===== src/pkg/serial_slave_pkg.sv =====
// constants, types and byte layouts of the serial slave request checker
package serial_slave_pkg;

  // ****************************************************************
  // line timing
  // ****************************************************************
  localparam longint CLK_HZ         = 64'd100_000_000;
  localparam longint BAUD_BPS       = 64'd9600;
  localparam longint CHAR_BITS      = 64'd11;
  // 3.5 characters, held as half characters
  localparam longint GAP_HALF_CHARS = 64'd7;
  localparam longint GAP_CYCLES_CALC =
    (GAP_HALF_CHARS * CHAR_BITS * CLK_HZ + 64'd2 * BAUD_BPS - 64'd1) /
    (64'd2 * BAUD_BPS);
  localparam int     GAP_CYCLES_DEFAULT = int'(GAP_CYCLES_CALC);
  localparam int     GAP_W              = 20;

  // ****************************************************************
  // frame layout
  // ****************************************************************
  localparam int         BUF_AW      = 4;
  localparam int         BUF_DEPTH   = 16;
  localparam logic [4:0] LEN_MIN     = 5'h04;
  localparam logic [4:0] LEN_STD     = 5'h08;
  localparam logic [4:0] LEN_OVF     = 5'h10;
  localparam logic [3:0] IDX_ADDR    = 4'h0;
  localparam logic [3:0] IDX_FUNC    = 4'h1;
  localparam logic [3:0] IDX_REG_HI  = 4'h2;
  localparam logic [3:0] IDX_REG_LO  = 4'h3;
  localparam logic [3:0] IDX_DATA_HI = 4'h4;
  localparam logic [3:0] IDX_DATA_LO = 4'h5;
  localparam logic [3:0] LEN_ECHO    = 4'h8;
  localparam logic [3:0] PLEN_READ   = 4'h5;
  localparam logic [3:0] PLEN_ERR    = 4'h3;
  localparam logic [3:0] CRC_BYTES   = 4'h2;

  // ****************************************************************
  // crc
  // ****************************************************************
  localparam logic [15:0] CRC_INIT    = 16'hFFFF;
  localparam logic [15:0] CRC_POLY    = 16'hA001;
  localparam logic [15:0] CRC_RESIDUE = 16'h0000;

  // ****************************************************************
  // function codes and error codes
  // ****************************************************************
  localparam logic [7:0] FUNC_READ      = 8'h03;
  localparam logic [7:0] FUNC_WRITE_ONE = 8'h06;
  localparam logic [7:0] EXC_FLAG       = 8'h80;
  localparam logic [7:0] READ_BYTES     = 8'h02;
  localparam logic [7:0] ERR_NONE       = 8'h00;
  localparam logic [7:0] ERR_CMD        = 8'h01;
  localparam logic [7:0] ERR_ADDR       = 8'h02;
  localparam logic [7:0] ERR_VALUE      = 8'h03;
  localparam logic [7:0] ERR_OPERATION  = 8'h04;
  localparam logic [7:0] ERR_PASSWORD   = 8'h05;
  localparam logic [7:0] ERR_FRAME      = 8'h06;
  localparam logic [7:0] ERR_READ_ONLY  = 8'h07;
  localparam logic [7:0] ERR_RUNNING    = 8'h08;
  localparam logic [7:0] ERR_LOCKED     = 8'h09;

  // ****************************************************************
  // register map
  // ****************************************************************
  localparam logic [15:0] ADDR_RUN_CTRL   = 16'h2000;
  localparam logic [15:0] ADDR_STATUS     = 16'h2100;
  localparam logic [15:0] ADDR_PASSWORD   = 16'h1F00;
  localparam logic [15:0] ADDR_RUN_LOCKED = 16'h0001;
  localparam logic [15:0] RUN_FWD         = 16'h0001;
  localparam logic [15:0] RUN_STOP        = 16'h0005;
  localparam logic [15:0] QTY_ONE         = 16'h0001;
  localparam logic [15:0] QTY_MAX         = 16'h0010;
  localparam logic [15:0] QTY_ZERO        = 16'h0000;
  localparam logic [15:0] PASSWORD_NONE   = 16'h0000;
  localparam logic [15:0] RESET_WORD      = 16'h0000;

  typedef enum logic [1:0] {KIND_ECHO, KIND_READ, KIND_ERR} resp_kind_t;
  typedef enum logic [1:0] {ST_IDLE, ST_FETCH, ST_LOAD, ST_SEND} tx_state_t;

endpackage


===== src/core/serial_frame_buffer.sv =====
// byte store for one received frame, registered read
`timescale 1ns/1ps
module serial_frame_buffer (
  input  wire logic                               ref_clk_i,
  input  wire logic                               rst_b_i,
  input  wire logic                               we_i,
  input  wire logic [serial_slave_pkg::BUF_AW-1:0] waddr_i,
  input  wire logic [7:0]                         wdata_i,
  input  wire logic [serial_slave_pkg::BUF_AW-1:0] raddr_i,
  output logic      [7:0]                         rdata_o
);

  logic [7:0] mem [serial_slave_pkg::BUF_DEPTH];

  always_ff @(posedge ref_clk_i) begin
    if (we_i) begin
      mem[waddr_i] <= wdata_i;
    end
  end

  always_ff @(posedge ref_clk_i or negedge rst_b_i) begin
    if (!rst_b_i) begin
      rdata_o <= 8'h00;
    end else begin
      rdata_o <= mem[raddr_i];
    end
  end

endmodule // serial_frame_buffer


===== src/core/serial_slave_error_responder.sv =====
// request checker, error responder and run command of the serial slave
`timescale 1ns/1ps
module serial_slave_error_responder #(
  parameter int GAP_CYCLES = serial_slave_pkg::GAP_CYCLES_DEFAULT
) (
  input  wire logic        ref_clk_i,
  input  wire logic        rst_b_i,
  input  wire logic [7:0]  rx_data_i,
  input  wire logic        rx_valid_i,
  input  wire logic        tx_ready_i,
  input  wire logic [7:0]  station_address_setting_i,
  input  wire logic [15:0] user_password_setting_i,
  input  wire logic        run_command_source_comm_i,
  input  wire logic        comm_run_channel_serial_i,
  input  wire logic        drive_fault_i,
  output logic      [7:0]  tx_data_o,
  output logic             tx_valid_o,
  output logic             forward_run_o,
  output logic      [7:0]  last_code_o
);

  // ****************************************************************
  // state
  // ****************************************************************
  serial_slave_pkg::tx_state_t  state, next_state;
  serial_slave_pkg::resp_kind_t kind, next_kind;
  logic [serial_slave_pkg::GAP_W-1:0] gap_cnt, next_gap_cnt;
  logic [4:0]  rx_len, next_rx_len;
  logic [15:0] rx_crc, next_rx_crc;
  logic [7:0]  req_addr, next_req_addr;
  logic [7:0]  req_func, next_req_func;
  logic [15:0] reg_addr, next_reg_addr;
  logic [15:0] data_val, next_data_val;
  logic [15:0] run_ctrl, next_run_ctrl;
  logic [15:0] lock_param, next_lock_param;
  logic        forward_run, next_forward_run;
  logic        unlocked, next_unlocked;
  logic [7:0]  resp_code, next_resp_code;
  logic [15:0] rd_data, next_rd_data;
  logic [3:0]  tx_idx, next_tx_idx;
  logic [15:0] tx_crc, next_tx_crc;
  logic [7:0]  tx_data, next_tx_data;
  logic        tx_valid, next_tx_valid;
  logic [7:0]  last_code, next_last_code;

  logic        gap_full, frame_end, accept, mem_we;
  logic        addr_hit, frame_ok, func_known, is_pw_write, locked, mapped;
  logic [7:0]  eval_code, mem_rdata, tx_byte;
  logic [15:0] eval_rd;
  logic [3:0]  tx_plen;
  logic        tx_last;

  function automatic logic [15:0] crc_step(input logic [15:0] crc,
                                           input logic [7:0]  b);
    logic [15:0] c;
    c = crc ^ {8'h00, b};
    for (int i = 0; i < 8; i++) begin
      c = c[0] ? ((c >> 1) ^ serial_slave_pkg::CRC_POLY) : (c >> 1);
    end
    return c;
  endfunction

  serial_frame_buffer u_buf (
    .ref_clk_i (ref_clk_i),
    .rst_b_i   (rst_b_i),
    .we_i      (mem_we),
    .waddr_i   (rx_len[3:0]),
    .wdata_i   (rx_data_i),
    .raddr_i   (tx_idx),
    .rdata_o   (mem_rdata)
  );

  // ****************************************************************
  // request checking
  // ****************************************************************
  always_comb begin
    gap_full   = gap_cnt == serial_slave_pkg::GAP_W'(GAP_CYCLES);
    frame_end  = state == serial_slave_pkg::ST_IDLE && rx_len != 5'h00 &&
                 !rx_valid_i &&
                 gap_cnt == serial_slave_pkg::GAP_W'(GAP_CYCLES - 1);
    addr_hit   = req_addr == station_address_setting_i;
    frame_ok   = rx_crc == serial_slave_pkg::CRC_RESIDUE &&
                 rx_len >= serial_slave_pkg::LEN_MIN &&
                 rx_len != serial_slave_pkg::LEN_OVF;
    func_known = req_func == serial_slave_pkg::FUNC_READ ||
                 req_func == serial_slave_pkg::FUNC_WRITE_ONE;
    is_pw_write = req_func == serial_slave_pkg::FUNC_WRITE_ONE &&
                  reg_addr == serial_slave_pkg::ADDR_PASSWORD;
    locked     = user_password_setting_i != serial_slave_pkg::PASSWORD_NONE
                 && !unlocked;
    mapped     = reg_addr == serial_slave_pkg::ADDR_RUN_CTRL ||
                 reg_addr == serial_slave_pkg::ADDR_STATUS ||
                 reg_addr == serial_slave_pkg::ADDR_PASSWORD ||
                 reg_addr == serial_slave_pkg::ADDR_RUN_LOCKED;
    eval_code  = serial_slave_pkg::ERR_NONE;
    if (!frame_ok) begin
      eval_code = serial_slave_pkg::ERR_FRAME;
    end else if (drive_fault_i || !func_known) begin
      eval_code = serial_slave_pkg::ERR_CMD;
    end else if (rx_len != serial_slave_pkg::LEN_STD) begin
      eval_code = serial_slave_pkg::ERR_FRAME;
    end else if (locked && !is_pw_write) begin
      eval_code = serial_slave_pkg::ERR_LOCKED;
    end else if (req_func == serial_slave_pkg::FUNC_READ) begin
      if (data_val == serial_slave_pkg::QTY_ZERO ||
          data_val > serial_slave_pkg::QTY_MAX) begin
        eval_code = serial_slave_pkg::ERR_VALUE;
      end else if (!mapped || data_val != serial_slave_pkg::QTY_ONE) begin
        eval_code = serial_slave_pkg::ERR_ADDR;
      end
    end else if (!mapped) begin
      eval_code = serial_slave_pkg::ERR_ADDR;
    end else if (reg_addr == serial_slave_pkg::ADDR_STATUS) begin
      eval_code = serial_slave_pkg::ERR_READ_ONLY;
    end else if (is_pw_write) begin
      if (data_val != user_password_setting_i) begin
        eval_code = serial_slave_pkg::ERR_PASSWORD;
      end
    end else if (reg_addr == serial_slave_pkg::ADDR_RUN_LOCKED &&
                 forward_run) begin
      eval_code = serial_slave_pkg::ERR_RUNNING;
    end else if (reg_addr == serial_slave_pkg::ADDR_RUN_CTRL &&
                 data_val != serial_slave_pkg::RUN_FWD &&
                 data_val != serial_slave_pkg::RUN_STOP) begin
      eval_code = serial_slave_pkg::ERR_OPERATION;
    end
    if (reg_addr == serial_slave_pkg::ADDR_RUN_CTRL) begin
      eval_rd = run_ctrl;
    end else if (reg_addr == serial_slave_pkg::ADDR_STATUS) begin
      eval_rd = 16'(forward_run);
    end else if (reg_addr == serial_slave_pkg::ADDR_RUN_LOCKED) begin
      eval_rd = lock_param;
    end else begin
      eval_rd = serial_slave_pkg::RESET_WORD;
    end
  end

  // ****************************************************************
  // response byte selection
  // ****************************************************************
  always_comb begin
    tx_plen = (kind == serial_slave_pkg::KIND_READ) ?
              serial_slave_pkg::PLEN_READ : serial_slave_pkg::PLEN_ERR;
    tx_last = (kind == serial_slave_pkg::KIND_ECHO) ?
              (tx_idx == serial_slave_pkg::LEN_ECHO - 4'h1) :
              (tx_idx == tx_plen + serial_slave_pkg::CRC_BYTES - 4'h1);
    if (kind == serial_slave_pkg::KIND_ECHO) begin
      tx_byte = mem_rdata;
    end else if (tx_idx == tx_plen) begin
      tx_byte = tx_crc[7:0];
    end else if (tx_idx > tx_plen) begin
      tx_byte = tx_crc[15:8];
    end else if (tx_idx == serial_slave_pkg::IDX_ADDR) begin
      tx_byte = req_addr;
    end else if (tx_idx == serial_slave_pkg::IDX_FUNC) begin
      tx_byte = (kind == serial_slave_pkg::KIND_ERR) ?
                (req_func | serial_slave_pkg::EXC_FLAG) : req_func;
    end else if (tx_idx == serial_slave_pkg::IDX_REG_HI) begin
      tx_byte = (kind == serial_slave_pkg::KIND_ERR) ?
                resp_code : serial_slave_pkg::READ_BYTES;
    end else if (tx_idx == serial_slave_pkg::IDX_REG_LO) begin
      tx_byte = rd_data[15:8];
    end else begin
      tx_byte = rd_data[7:0];
    end
  end

  // ****************************************************************
  // next state
  // ****************************************************************
  always_comb begin
    next_state = state;         next_kind = kind;
    next_gap_cnt = gap_cnt;     next_rx_len = rx_len;
    next_rx_crc = rx_crc;       next_req_addr = req_addr;
    next_req_func = req_func;   next_reg_addr = reg_addr;
    next_data_val = data_val;   next_run_ctrl = run_ctrl;
    next_lock_param = lock_param;
    next_forward_run = forward_run;
    next_unlocked = unlocked;   next_resp_code = resp_code;
    next_rd_data = rd_data;     next_tx_idx = tx_idx;
    next_tx_crc = tx_crc;       next_tx_data = tx_data;
    next_tx_valid = tx_valid;   next_last_code = last_code;
    mem_we = 1'b0;
    // a new frame may only open after a full idle gap
    accept = rx_valid_i && state == serial_slave_pkg::ST_IDLE &&
             (rx_len != 5'h00 || gap_full);
    if (rx_valid_i) begin
      next_gap_cnt = '0;
    end else if (!gap_full) begin
      next_gap_cnt = gap_cnt + serial_slave_pkg::GAP_W'(1);
    end
    if (accept && rx_len != serial_slave_pkg::LEN_OVF) begin
      mem_we = 1'b1;
      next_rx_len = rx_len + 5'h01;
      next_rx_crc = crc_step((rx_len == 5'h00) ?
                             serial_slave_pkg::CRC_INIT : rx_crc, rx_data_i);
      case (rx_len[3:0])
        serial_slave_pkg::IDX_ADDR: begin
          next_req_addr = rx_data_i;
          next_req_func = 8'h00;
        end
        serial_slave_pkg::IDX_FUNC:    next_req_func = rx_data_i;
        serial_slave_pkg::IDX_REG_HI:  next_reg_addr[15:8] = rx_data_i;
        serial_slave_pkg::IDX_REG_LO:  next_reg_addr[7:0] = rx_data_i;
        serial_slave_pkg::IDX_DATA_HI: next_data_val[15:8] = rx_data_i;
        serial_slave_pkg::IDX_DATA_LO: next_data_val[7:0] = rx_data_i;
        default: ;
      endcase
    end
    case (state)
      serial_slave_pkg::ST_IDLE: begin
        if (frame_end) begin
          next_rx_len = 5'h00;
          // foreign frames get no reply at all
          if (addr_hit) begin
            next_state = serial_slave_pkg::ST_FETCH;
            next_tx_idx = 4'h0;
            next_tx_crc = serial_slave_pkg::CRC_INIT;
            next_resp_code = eval_code;
            next_last_code = eval_code;
            next_rd_data = eval_rd;
            if (eval_code != serial_slave_pkg::ERR_NONE) begin
              next_kind = serial_slave_pkg::KIND_ERR;
            end else if (req_func == serial_slave_pkg::FUNC_READ) begin
              next_kind = serial_slave_pkg::KIND_READ;
            end else begin
              next_kind = serial_slave_pkg::KIND_ECHO;
              if (is_pw_write) begin
                next_unlocked = 1'b1;
              end else if (reg_addr == serial_slave_pkg::ADDR_RUN_LOCKED) begin
                next_lock_param = data_val;
              end else begin
                next_run_ctrl = data_val;
                if (run_command_source_comm_i &&
                    comm_run_channel_serial_i) begin
                  next_forward_run = data_val == serial_slave_pkg::RUN_FWD;
                end
              end
            end
          end
        end
      end
      serial_slave_pkg::ST_FETCH: next_state = serial_slave_pkg::ST_LOAD;
      serial_slave_pkg::ST_LOAD: begin
        next_tx_data = tx_byte;
        next_tx_valid = 1'b1;
        next_state = serial_slave_pkg::ST_SEND;
      end
      default: begin
        if (tx_ready_i) begin
          next_tx_valid = 1'b0;
          // crc bytes themselves must not fold into the crc
          if (tx_idx < tx_plen) begin
            next_tx_crc = crc_step(tx_crc, tx_data);
          end
          next_tx_idx = tx_idx + 4'h1;
          next_state = tx_last ? serial_slave_pkg::ST_IDLE :
                                 serial_slave_pkg::ST_FETCH;
        end
      end
    endcase
  end

  always_ff @(posedge ref_clk_i or negedge rst_b_i) begin
    if (!rst_b_i) begin
      state <= serial_slave_pkg::ST_IDLE;
      kind <= serial_slave_pkg::KIND_ERR;
      gap_cnt <= '0;                rx_len <= 5'h00;
      rx_crc <= serial_slave_pkg::CRC_INIT;
      req_addr <= 8'h00;            req_func <= 8'h00;
      reg_addr <= serial_slave_pkg::RESET_WORD;
      data_val <= serial_slave_pkg::RESET_WORD;
      run_ctrl <= serial_slave_pkg::RESET_WORD;
      lock_param <= serial_slave_pkg::RESET_WORD;
      forward_run <= 1'b0;          unlocked <= 1'b0;
      resp_code <= serial_slave_pkg::ERR_NONE;
      rd_data <= serial_slave_pkg::RESET_WORD;
      tx_idx <= 4'h0;               tx_crc <= serial_slave_pkg::CRC_INIT;
      tx_data <= 8'h00;             tx_valid <= 1'b0;
      last_code <= serial_slave_pkg::ERR_NONE;
    end else begin
      state <= next_state;          kind <= next_kind;
      gap_cnt <= next_gap_cnt;      rx_len <= next_rx_len;
      rx_crc <= next_rx_crc;        req_addr <= next_req_addr;
      req_func <= next_req_func;    reg_addr <= next_reg_addr;
      data_val <= next_data_val;    run_ctrl <= next_run_ctrl;
      lock_param <= next_lock_param;
      forward_run <= next_forward_run;
      unlocked <= next_unlocked;    resp_code <= next_resp_code;
      rd_data <= next_rd_data;      tx_idx <= next_tx_idx;
      tx_crc <= next_tx_crc;        tx_data <= next_tx_data;
      tx_valid <= next_tx_valid;    last_code <= next_last_code;
    end
  end

  assign tx_data_o     = tx_data;
  assign tx_valid_o    = tx_valid;
  assign forward_run_o = forward_run;
  assign last_code_o   = last_code;

  // ****************************************************************
  // checks
  // ****************************************************************
  AST_FOREIGN_SILENT: assert property (
    @(posedge ref_clk_i) disable iff (!rst_b_i)
    frame_end && !addr_hit |=> state == serial_slave_pkg::ST_IDLE [*3])
    else $error("frame for another station was answered");
  AST_BAD_CRC: assert property (
    @(posedge ref_clk_i) disable iff (!rst_b_i)
    frame_end && addr_hit && rx_crc != serial_slave_pkg::CRC_RESIDUE |=>
    resp_code == serial_slave_pkg::ERR_FRAME &&
    kind == serial_slave_pkg::KIND_ERR)
    else $error("bad crc not answered with frame error");
  AST_FAULT_CMD: assert property (
    @(posedge ref_clk_i) disable iff (!rst_b_i)
    frame_end && addr_hit && frame_ok && drive_fault_i |=>
    resp_code == serial_slave_pkg::ERR_CMD)
    else $error("faulty drive did not answer invalid command");
  AST_PW_MISMATCH: assert property (
    @(posedge ref_clk_i) disable iff (!rst_b_i)
    frame_end && addr_hit && frame_ok && !drive_fault_i &&
    rx_len == serial_slave_pkg::LEN_STD && is_pw_write &&
    data_val != user_password_setting_i |=>
    resp_code == serial_slave_pkg::ERR_PASSWORD && !$changed(unlocked))
    else $error("wrong password not refused");
  AST_FWD_START: assert property (
    @(posedge ref_clk_i) disable iff (!rst_b_i)
    $rose(forward_run_o) |-> $past(frame_end) &&
    $past(req_func) == serial_slave_pkg::FUNC_WRITE_ONE &&
    $past(reg_addr) == serial_slave_pkg::ADDR_RUN_CTRL &&
    $past(data_val) == serial_slave_pkg::RUN_FWD)
    else $error("forward run started without run write");
  AST_RUN_SOURCE: assert property (
    @(posedge ref_clk_i) disable iff (!rst_b_i)
    $changed(forward_run_o) |->
    $past(run_command_source_comm_i && comm_run_channel_serial_i))
    else $error("run state changed with serial run disabled");
  AST_ERR_FLAG: assert property (
    @(posedge ref_clk_i) disable iff (!rst_b_i)
    tx_valid_o && kind == serial_slave_pkg::KIND_ERR &&
    tx_idx == serial_slave_pkg::IDX_FUNC |->
    tx_data_o == (req_func | serial_slave_pkg::EXC_FLAG))
    else $error("error reply lacks flagged function code");
  AST_ECHO_COPY: assert property (
    @(posedge ref_clk_i) disable iff (!rst_b_i)
    tx_valid_o && kind == serial_slave_pkg::KIND_ECHO &&
    tx_idx <= serial_slave_pkg::IDX_DATA_LO |->
    tx_data_o == ((tx_idx == serial_slave_pkg::IDX_ADDR) ? req_addr :
      (tx_idx == serial_slave_pkg::IDX_FUNC) ? req_func :
      (tx_idx == serial_slave_pkg::IDX_REG_HI) ? reg_addr[15:8] :
      (tx_idx == serial_slave_pkg::IDX_REG_LO) ? reg_addr[7:0] :
      (tx_idx == serial_slave_pkg::IDX_DATA_HI) ? data_val[15:8] :
      data_val[7:0]))
    else $error("write echo differs from request");
  AST_REPLY_CAUSE: assert property (
    @(posedge ref_clk_i) disable iff (!rst_b_i)
    $rose(tx_valid_o) && tx_idx == 4'h0 |-> $past(frame_end, 3))
    else $error("reply started without a request");
  AST_TX_HOLD: assert property (
    @(posedge ref_clk_i) disable iff (!rst_b_i)
    tx_valid_o && !tx_ready_i |=> tx_valid_o && $stable(tx_data_o))
    else $error("reply byte dropped before it was taken");

endmodule // serial_slave_error_responder


===== config.mk =====
export PLATFORM = sky130hd
export DESIGN_NAME = serial_slave_error_responder
export DESIGN_NICKNAME = d
export VERILOG_FILES = /design/src/pkg/serial_slave_pkg.sv /design/src/core/serial_frame_buffer.sv /design/src/core/serial_slave_error_responder.sv
export SDC_FILE = /design/constraint.sdc
export NUM_CORES = 1
export LEC_CHECK = 0
export ABC_AREA = 1
export BUFFER_PORTS_ARGS = -buffer_cell sky130_fd_sc_hd__buf_2
export CORE_MARGIN = 4
export CORE_UTILIZATION = 60
export DETAILED_ROUTE_END_ITERATION = 12
export HOLD_SLACK_MARGIN = 0.06
export PLACE_DENSITY = 0.84
export SETUP_SLACK_MARGIN = 0.05
export SLEW_MARGIN = 20
export SYNTH_ARGS = -nofsm -noshare
export SYNTH_HDL_FRONTEND = slang
export SYNTH_SLANG_ARGS = --single-unit

===== constraint.sdc =====
create_clock -name ref_clk_i -period 3.95 [get_ports ref_clk_i]
set_clock_uncertainty 0.05 [all_clocks]
set_input_delay 0.79 -clock ref_clk_i [delete_from_list [all_inputs] [get_ports ref_clk_i]]
set_output_delay 0.79 -clock ref_clk_i [all_outputs]
set_load 0.03 [all_outputs]

## Word-level counts from Yosys, hierarchy flattened

Memory sizes are Yosys's and may differ from the RTL's. A register that Yosys moved wholly into a read port is not among the register bits.
Index checks and enable logic that the tools add are counted.

- Bits in registers: 180
- Output and inout port bits: 18
- Memories kept: 1
- Memory bits (writable): 128
- Input bits: 39
- Word-level logic and storage cells: 220

Memories:

| name | depth | bits a word | read ports | clocked after memory_dff | wr ports | line | source |
|---|---|---|---|---|---|---|---|
| u_buf.mem | 16 | 8 | 1 | 1 | 1 | serial_frame_buffer.sv:13 | `logic [7:0] mem [serial_slave_pkg::BUF_DEPTH];` |

- Muxes and demuxes: 71
- Order comparisons: 4
- Bitwise operators: 24
- Equal/unequal tests: 33
- $add $sub $neg: 5
- Reductions and logical operators: 61

Operators with widths:

| operator | count |
|---|---|
| 2-to-1 mux 16 bit | 24 |
| 2-to-1 mux 8 bit | 18 |
| NOT 2 -> 3 bit | 16 |
| == test 20 x 19 -> 1 bit (second input constant) | 2 |
| 2-to-1 mux 20 bit | 2 |
| == test 16 x 1 -> 1 bit (second input constant) | 2 |
| == test 16 x 14 -> 1 bit (second input constant) | 2 |
| logical NOT 16 bit | 2 |
| one-hot mux 16 bit (2 select lines) | 1 |
| XOR 16 x 8 -> 16 bit | 2 |
| adder 20 x 1 -> 20 bit (second input constant) | 1 |
| == test 16 x 13 -> 1 bit (second input constant) | 1 |
| == test 4 x 2 -> 1 bit (second input constant) | 4 |
| greater-than comparator 16 x 5 -> 1 bit (second input constant) | 1 |
| 2-to-1 mux 4 bit | 4 |
| inequality test 16 x 1 -> 1 bit (second input constant) | 1 |
| inequality test 16 bit | 1 |
| inequality test 16 x 3 -> 1 bit (second input constant) | 1 |
| one-hot mux 8 bit (2 select lines) | 1 |
| nonzero test 16 bit | 1 |
| logical AND 1 bit | 15 |
| 2-to-1 mux 5 bit | 3 |
| AND reduction 2 bit | 7 |
| AND reduction 7 bit | 2 |
| other kinds (41) | 84 |

## Longest topological paths before layout

Gate-level depths: netlist of the first run.

- Word-level depth: 20
- Mapped depth: 19
- Gate-level depth less buffers: 19

## Hierarchy

A second synthesis of the first run with hierarchy kept.

- Cells, all modules: 1802
- Area, all modules: 15645.0 um^2

By module, submodules not included:

| module | seq. area each (um^2) | instances | cells each | area an instance (um^2) |
|---|---|---|---|---|
| serial_slave_error_responder | 4445.5 | 1 | 1251 | 9831.9 |
| serial_frame_buffer | 4043.9 | 1 | 551 | 5813.1 |

## Worst setup path before layout of the first run

OpenSTA, ideal clock, no wires.

- Kind: input port to flip-flop
- From: input port rx_valid_i
- To: memory u_buf.mem[8][0] (enable)
- Required time: 3517 ps
- Stages: 6
- Setup time: 383 ps
- Arrival: 2348 ps
- Setup slack: 1169 ps
- Path buffers: 2
- Path through: clkbuf_1 o211ai_1 a21oi_4 inv_2 clkbuf_1 nor3_1

- Word-level cells in the longest chain between the ends: 6

RTL lines:

| element | line | source |
|---|---|---|
| start: declaration | serial_slave_error_responder.sv:9 | `input wire logic rx_valid_i,` |
| logical AND 1 bit (2 in series) | serial_slave_error_responder.sv:185 | `accept = rx_valid_i && state == serial_slave_pkg::ST_IDLE &&` |
| logical AND 1 bit | serial_slave_error_responder.sv:192 | `if (accept && rx_len != serial_slave_pkg::LEN_OVF) begin` |
| 2-to-1 mux 1 bit | serial_slave_error_responder.sv:192 |  |
| 2-to-1 mux 1 bit | serial_frame_buffer.sv:16 | `if (we_i) begin` |
| 2-to-1 mux 1 bit (not written as such) | serial_frame_buffer.sv:17 | `mem[waddr_i] <= wdata_i;` |
| end: declaration | serial_frame_buffer.sv:13 |  |

No other way between the ends.

## Final worst setup path of the first run

- From: register rx_len[0]
- To: register tx_crc[0]

- Word-level cells in the longest chain between the ends: 6

RTL lines:

| element | line | source |
|---|---|---|
| start: declaration | serial_slave_error_responder.sv:28 | `logic [4:0] rx_len, next_rx_len;` |
| start signal: assignment | serial_slave_error_responder.sv:283 | `gap_cnt <= next_gap_cnt; rx_len <= next_rx_len;` |
| nonzero test 5 bit | serial_slave_error_responder.sv:78 | `frame_end = state == serial_slave_pkg::ST_IDLE && rx_len != 5'h00 &&` |
| logical AND 1 bit (2 in series) | serial_slave_error_responder.sv:78 |  |
| logical AND 1 bit | serial_slave_error_responder.sv:79 | `!rx_valid_i &&` |
| inequality test 2 bit (no source line) | -- |  |
| AND reduction 5 bit (no source line) | -- |  |
| end signal: assignment | serial_slave_error_responder.sv:291 | `tx_crc <= next_tx_crc; tx_data <= next_tx_data;` |
| end: declaration | serial_slave_error_responder.sv:41 | `logic [15:0] tx_crc, next_tx_crc;` |

No other way between the ends.
A chain may end at the register's enable or synchronous reset.

==> impl_metrics.toml, run 1 <==
[job]
cap_violations = 0

[floorplan]
die_w_um = 165.7
ios = 57
start_util_pct = 61.15
std_cell_rows = 57
die_h_um = 165.7
dieArea_sq_um = 27440
core_sq_um = 24390

[logic_synthesis]
netlist_instances = 1598
synth_seq_cells = 312
synth_top_cell_area_share_pct = 25.77
yosys.area.top_type = "edfxtp_1"
synth-warning-count = 0
ys_seq_area_share_pct = 56.92
syn_area_sq_um = 14910
yosysUniqueCellTypes = 62
yosys-top-cells-area = "edfxtp_1 26%, dfrtp_1 25%, nand2_1 7.7%"
synth_ff_type = "dfrtp_1"
synth-edff-count = 128
synth.avg_cell_area_sq_um = 9.333
synthArstFlopShare_pct = 58.97

[power]
vdd_ir_drop_max_mv = 0.5700
power_uw = 11400
p_leak_uw = 0.007205
power_density_nw_per_um2 = 690.8

[critical_path]
start_kind = "register"
rr_worst_depth = 14
end_kind = "register"
r2r-start = "rx_len[0]$_DFF_PN0_"
regToRegSetupSlack_ns = 0.74
critPathLaunch = "rx_len[0]$_DFF_PN0_"
r2r_end = "tx_crc[0]$_DFFE_PN1P_"
cp.required_ns = 4.39
arrival_ns = 3.65
worstPathMaxFanout = 13
criticalPathCategory = "reg -> reg"

[route]
route.met3.wl_mm = 3.197
num_vias = 11820
top_layer = "met4"
wl_per_cell_um = 18.37
wl_met2_mm = 17.67
wl_met1_mm = 14.50
vias_per_cell = 5.921
drc = 0
detail-route-antenna-nets = 0
routed_wirelength_mm = 36.67
drt_iter0_drc = 1339
drt_first_pass_iters = 6

[min_path]
hp-class = "in -> async"

[layout]
layout-drive-gt1-share_pct = 12.56
n_antenna_cell = 0
fin_nets = 1706
synthToLayoutAreaGrowth_pct = 10.69

[outcome]
outcome = "completed"

[sta]
maxSlewViolCount = 0
max_slew_margin_pct = 43.53
hold_viol = 0
fmax_ghz = 0.3112
tightest_slew_ns = 0.8470
period_share_pct = 81.34
fin_crit_ns = 3.213
finalSetupViolCount = 0
rsz0062_at_grt = "false"
final.setup.tns_ns = 0

[clock_tree]
clk_pin_slew_ns = 0.06
hold_buffers = 0
post_cts_resized = 0
cts_buffers = 31
post_cts_buffers = 0
clk_path_buf_depth = 3
cts_tree = "built"
htree_num_levels = 1
cts.sinks = 312
insertion_delay_ns = 0.56
root_buffer = "clkbuf_16"

[place]
post-dp-hpwl_mm = 24.51
place_congestion = 0.9166
io_buffers = 52

[global_routing]
antenna_found_initial = 0
grtUsageTotal_pct = 26.47
grt_max_degree = 91
grt_pass1_wl_mm = 59.97
grt_remaining_overflow = 0
first_global_vias = 11590
==> report_power, final <==
part / switching, uW / leakage (uW) / internal (uW) / total, uW
clock network: 1220 / 0.000490 / 1700 / 2920
logic: 2640 / 0.00343 / 1370 / 4000
registers: 446 / 0.00329 / 4030 / 4470
==> cell families (layout without fill, tap and decap cells) <==
kind of cell               count (synthesis)  count (layout)  synth area share, %
other                                      1               4              0.02514
DFF                                      312             312                56.92
xor gates and xnor gates                  45              45                3.423
buffers and inverters                    236             307                6.334
and+or+nand+nor                          642             642                18.40
AOI/OAI and AO/OA                        345             345                13.47
adders and majority gates                 17              17                1.426
==> area by class of cell <==
type / count / area [sq um]
fillers: 1793 / 7883
inverters: 179 / 685.7
multi-input cells: 1053 / 5492
well taps: 324 / 405.4
repair buffers: 73 / 436.7
flip-flops and latches: 312 / 8491
clock buffers: 36 / 804.5
clock inverters: 19 / 193.9
==> cells in the mapped netlist (all sizes together) (2+ instances only) <==
cell	n
a21oi	47
or2	6
buf	20
o21a	3
a221oi	7
nand3b	2
ha	17
inv	175
nand4	11
nor3	23
clkinv	3
nand3	55
o221ai	13
nand2	315
edfxtp	128
nor3b	4
clkbuf	37
xor2	24
o31ai	2
nor4	3
dfrtp	151
dfstp	33
o22ai	30
a21boi	2
xnor2	21
nor2	221
a22oi	8
o211ai	18
a31oi	10
o2111ai	4
o21ai	196
==> worst max-delay path, stage by stage, from the launching register on <==
cell and delay [ns]:
dfrtp_1 0.40, inv_1 0.10, ha_1 0.21, bufinv_8 0.23
nor2_8 0.05, nand2_4 0.18, nand3_1 0.14, nor3_2 0.38
nand2_1 0.38, o21ai_2 0.23, nand3_2 0.15, nor2_2 0.38
nand3_1 0.13, o21ai_0 0.09, inv_1 0.06
==> cell usage in the layout, fill, tap and decap left out, types with 11 or more instances in the layout <==
master,count
clkbuf_16,31
o21ai_1,26
nand2_1,307
xor2_1,16
ha_1,17
dfstp_2,33
xnor2_1,21
a21oi_1,45
o22ai_1,30
nor3_1,20
nand4_1,11
edfxtp_1,128
o221ai_1,13
buf_4,20
nor2_1,213
dfrtp_1,150
inv_1,164
buf_2,51
o21ai_0,163
nand3_1,52
o211ai_1,18
==> flip-flops by register name (all words and copies together), names as in the netlist <==
register / flops
tx_valid_o: 1
state: 2
req_addr: 8
rd_data: 16
u_buf.rdata_o: 8
rx_crc: 16
tx_crc: 16
last_code_o: 4
kind: 2
reg_addr: 16
data_val: 16
u_buf.mem: 128
gap_cnt: 20
unlocked: 1
tx_data_o: 8
req_func: 8
tx_idx: 4
rx_len: 5
forward_run_o: 1
lock_param: 16
run_ctrl: 16
==> how the worst max path moves through the flow <==
stage | to | slack (ns) | depth (start not counted)
2_1_floorplan | u_buf.mem[8][0]$_DFFE_PP_ | 1.17 | 6
3_3_place_gp | tx_crc[0]$_DFFE_PN1P_ | 0.65 | 11
3_5_place_dp | tx_crc[0]$_DFFE_PN1P_ | 0.54 | 11
4_1_cts | tx_crc[0]$_DFFE_PN1P_ | 0.80 | 14
5_1_grt | tx_crc[0]$_DFFE_PN1P_ | 0.47 | 14
6_report | tx_crc[0]$_DFFE_PN1P_ | 0.74 | 14
==> metrics by stage <==
step / cell area (sq um) / hold slack, ns / instances / utilization (%) / worst slack (ns)
6_report: 16510 / 0.2286 / 1996 / 67.68 / 0.7371
5_1_grt: 16510 / 0.3097 / 1996 / 67.68 / 0.4711
4_1_cts: 16510 / 0.2686 / 1996 / 67.68 / 0.8024
3_5_place_dp: 15510 / 0.4028 / 1941 / 63.59 / 0.5429
3_3_place_gp: 15510 / 0.3999 / 1941 / 63.59 / 0.6463
2_1_floorplan: 14930 / 0.3826 / 1601 / - / 1.169
==> routing by layer <==
metal  global-route usage, %  vias up
met2                   43.64      620
met3                   4.552       98
met1                   36.11     5662
met5                       0        -
li1                        -     5438
met4                   8.859        0
Power figures use the tool's default switching activity.
==> run 2, diff against run 1 <==
- ABC_AREA: 1 -> 0
- clock period: 3.95 -> 3 ns (I/O delays scaled with it)
==> run 2 against run 1 <==
The run now ends with negative setup slack left; fmax rose by 3.7%; die area fell by 3.0%; clock-buffer cell count fell by 1; utilization rose by 4.4 points; global-route usage rose by 2.0 points; cell count fell by 20%; power rose by 41%; worst setup slack got worse by 0.84 ns; clock power rose by 35%; register-to-register slack got worse by 0.84 ns; synthesized cell count fell by 30%; cell area rose by 2.7%; largest cell class unchanged; highest routed layer unchanged.
==> impl_metrics.toml, run 2 <==
[layout]
layout_commonest_cell = "dfrtp_1"
regMostFlops = "u_buf.mem"
multi_input_area_sq_um = 5838
n_antenna_cell = 0
seqCellArea_sq_um = 8491
synthToLayoutAreaGrowth_pct = 17.47
fillers = 1439
largestRegisters = "u_buf.mem x128, gap_cnt x20"
final_cell_mix = "150 x dfrtp_1, 128 x edfxtp_1, 96 x nor2_1"
layout-drive-gt1-share_pct = 29.48
fin_nets = 1311
largest_reg_flops = 128

[critical_path]
start_kind = "register"
rr_worst_depth = 9
regToRegSetupSlack_ns = -0.1
arrival_ns = 3.48
worstPathMaxFanout = 8
criticalPathCategory = "reg -> reg"
end_kind = "register"
cp.required_ns = 3.38

[logic_synthesis]
ys_seq_area_share_pct = 58.81
yosysMostFrequentCell = "dfrtp_1"
yosys.area.top_type = "edfxtp_1"
netlist_instances = 1125
synth-warning-count = 0
yosys-top-cells-area = "edfxtp_1 27%, dfrtp_1 26%, mux4_2 6.2%"
synth_seq_cells = 312
syn_area_sq_um = 14440
synthArstFlopShare_pct = 58.97
synthTopCellsByCount = "151 x dfrtp_1, 128 x edfxtp_1, 96 x nor2_1"
synth_ff_type = "dfrtp_1"
synth-edff-count = 128
synth.avg_cell_area_sq_um = 12.83
synth_top_cell_area_share_pct = 26.63
yosysUniqueCellTypes = 67

[floorplan]
die_h_um = 163.1
std_cell_rows = 56
ios = 57
die_w_um = 163.1
dieArea_sq_um = 26610
core_sq_um = 23540
start_util_pct = 61.32

[place]
post-dp-hpwl_mm = 24.01
io_buffers = 52
place_congestion = 0.9424

[sta]
period_share_pct = 103.3
hold_slack_ns = 0.3852
tightest_slew_ns = 0.7541
fin_crit_ns = 3.099
rsz0062_at_grt = "true"
maxSlewViolCount = 0
fmax_ghz = 0.3227
finalSetupViolCount = 16
hold_viol = 0
max_slew_margin_pct = 49.73
fin_ws_ns = -0.09856

[clock_tree]
root_buffer = "clkbuf_16"
cts_buffers = 31
clk_path_buf_depth = 3
clk_pin_slew_ns = 0.06
cts_tree = "built"
htree_num_levels = 1
cts.sinks = 312
insertion_delay_ns = 0.55

[global_routing]
grt_remaining_overflow = 0
antenna_found_initial = 0
first_global_vias = 10460
grtUsageTotal_pct = 28.45
grt_max_degree = 69
grt_pass1_wl_mm = 58.71

[power]
power_uw = 16080
p_leak_uw = 0.006819
power_density_nw_per_um2 = 948.2
vdd_ir_drop_max_mv = 0.7145

[route]
detail-route-antenna-nets = 0
drt_first_pass_iters = 6
drt_iter0_drc = 1205
vias_per_cell = 6.353
wl_per_cell_um = 23.74
routed_wirelength_mm = 37.94
drc = 0
num_vias = 10150

[min_path]
hp-class = "in -> reg"
hold_path_depth = 3

[outcome]
violations = "negative setup slack"
outcome = "complete, but fails checks"

[job]
cap_violations = 0
run 2: area by class of cell:
| cell class | count | area share [%] |
|---|---|---|
| inverters | 19 | 0.4205 |
| repair buffers | 155 | 6.655 |
| flip-flops and latches | 312 | 50.07 |
| clock buffers | 35 | 4.663 |
| clock inverters | 22 | 1.417 |
| multi-input cells | 736 | 34.43 |
| well taps | 319 | 2.354 |
run 2: worst max-delay path: stages (launching register included):
cell	delay [ns]
dfrtp_1	0.39
or4b_4	0.58
or3_4	0.39
o41ai_4	0.31
a211oi_4	0.13
nor4_4	0.26
and4bb_2	0.28
buf_4	0.14
buf_16	0.14
mux2_4	0.30
run 2: per-layer routing:
metal / track usage, % / share of wire, % / up-vias
met4: 12.09 / 5.0 / 0
met3: 3.533 / 7.7 / 160
met2: 48.70 / 50 / 612
met1: 37.05 / 37 / 5013
li1: - / - / 4367
met5: 0 / 0 / -
run 2: logic make-up (layout without fill, tap and decap cells):
family          Yosys count  count (layout)  share of synthesized area (%)
compound gates          173             173                          7.419
xor+xnor                 98              98                          6.232
fa+ha+maj                17              17                          1.473
buf+inv                  80             231                          2.392
flops                   312             312                          58.81
mux                     108             108                          11.72
other cells               1               4                        0.02598
simple gates            336             336                          11.93
run 2: what timing repair did:
item                                    4_1_cts  5_1_grt
hold buffers                                  1        0
endpoints found under the hold margin        47        0
pin swaps                                     9        5
cloned                                        1        0
buffers inserted                              7        2
endpoints found under the setup margin       39       96
resized for setup                            17       22
run 2: worst paths after layout:
check                                        start                          to
setup / recovery           req_func[5]$_DFFE_PN0P_  lock_param[14]$_DFFE_PN0P_
hold / removal                          tx_ready_i      tx_valid_o$_DFFE_PN0P_
setup reg to reg           req_func[5]$_DFFE_PN0P_  lock_param[14]$_DFFE_PN0P_
hold reg to reg             rx_crc[15]$_DFFE_PN1P_      rx_crc[15]$_DFFE_PN1P_
max in group asynchronous                  rst_b_i       tx_crc[5]$_DFFE_PN1P_
min in group asynchronous                  rst_b_i         rx_len[0]$_DFF_PN0_
run 2: report_power, final:
| group | leakage (uW) | internal, uW | switching (uW) | total [uW] |
|---|---|---|---|---|
| Sequential | 0.00349 | 5330 | 721 | 6050 |
| Clock | 0.000490 | 2320 | 1630 | 3950 |
| Combinational | 0.00284 | 2840 | 3240 | 6080 |
run 2: through the flow:
stage               instances  area, sq um  setup WS (ns)  TNS, ns  util [%]
floorplan                1128        14490        -0.1142   -1.198         -
global placement         1530        15620       -0.09360   -1.137     66.33
detailed placement       1530        15620        -0.1301   -1.662     66.33
CTS                      1596        16820       -0.02447  -0.2705     71.46
global route             1598        16960        -0.1895   -2.795     72.03
finish                   1598        16960       -0.09856   -1.286     72.03
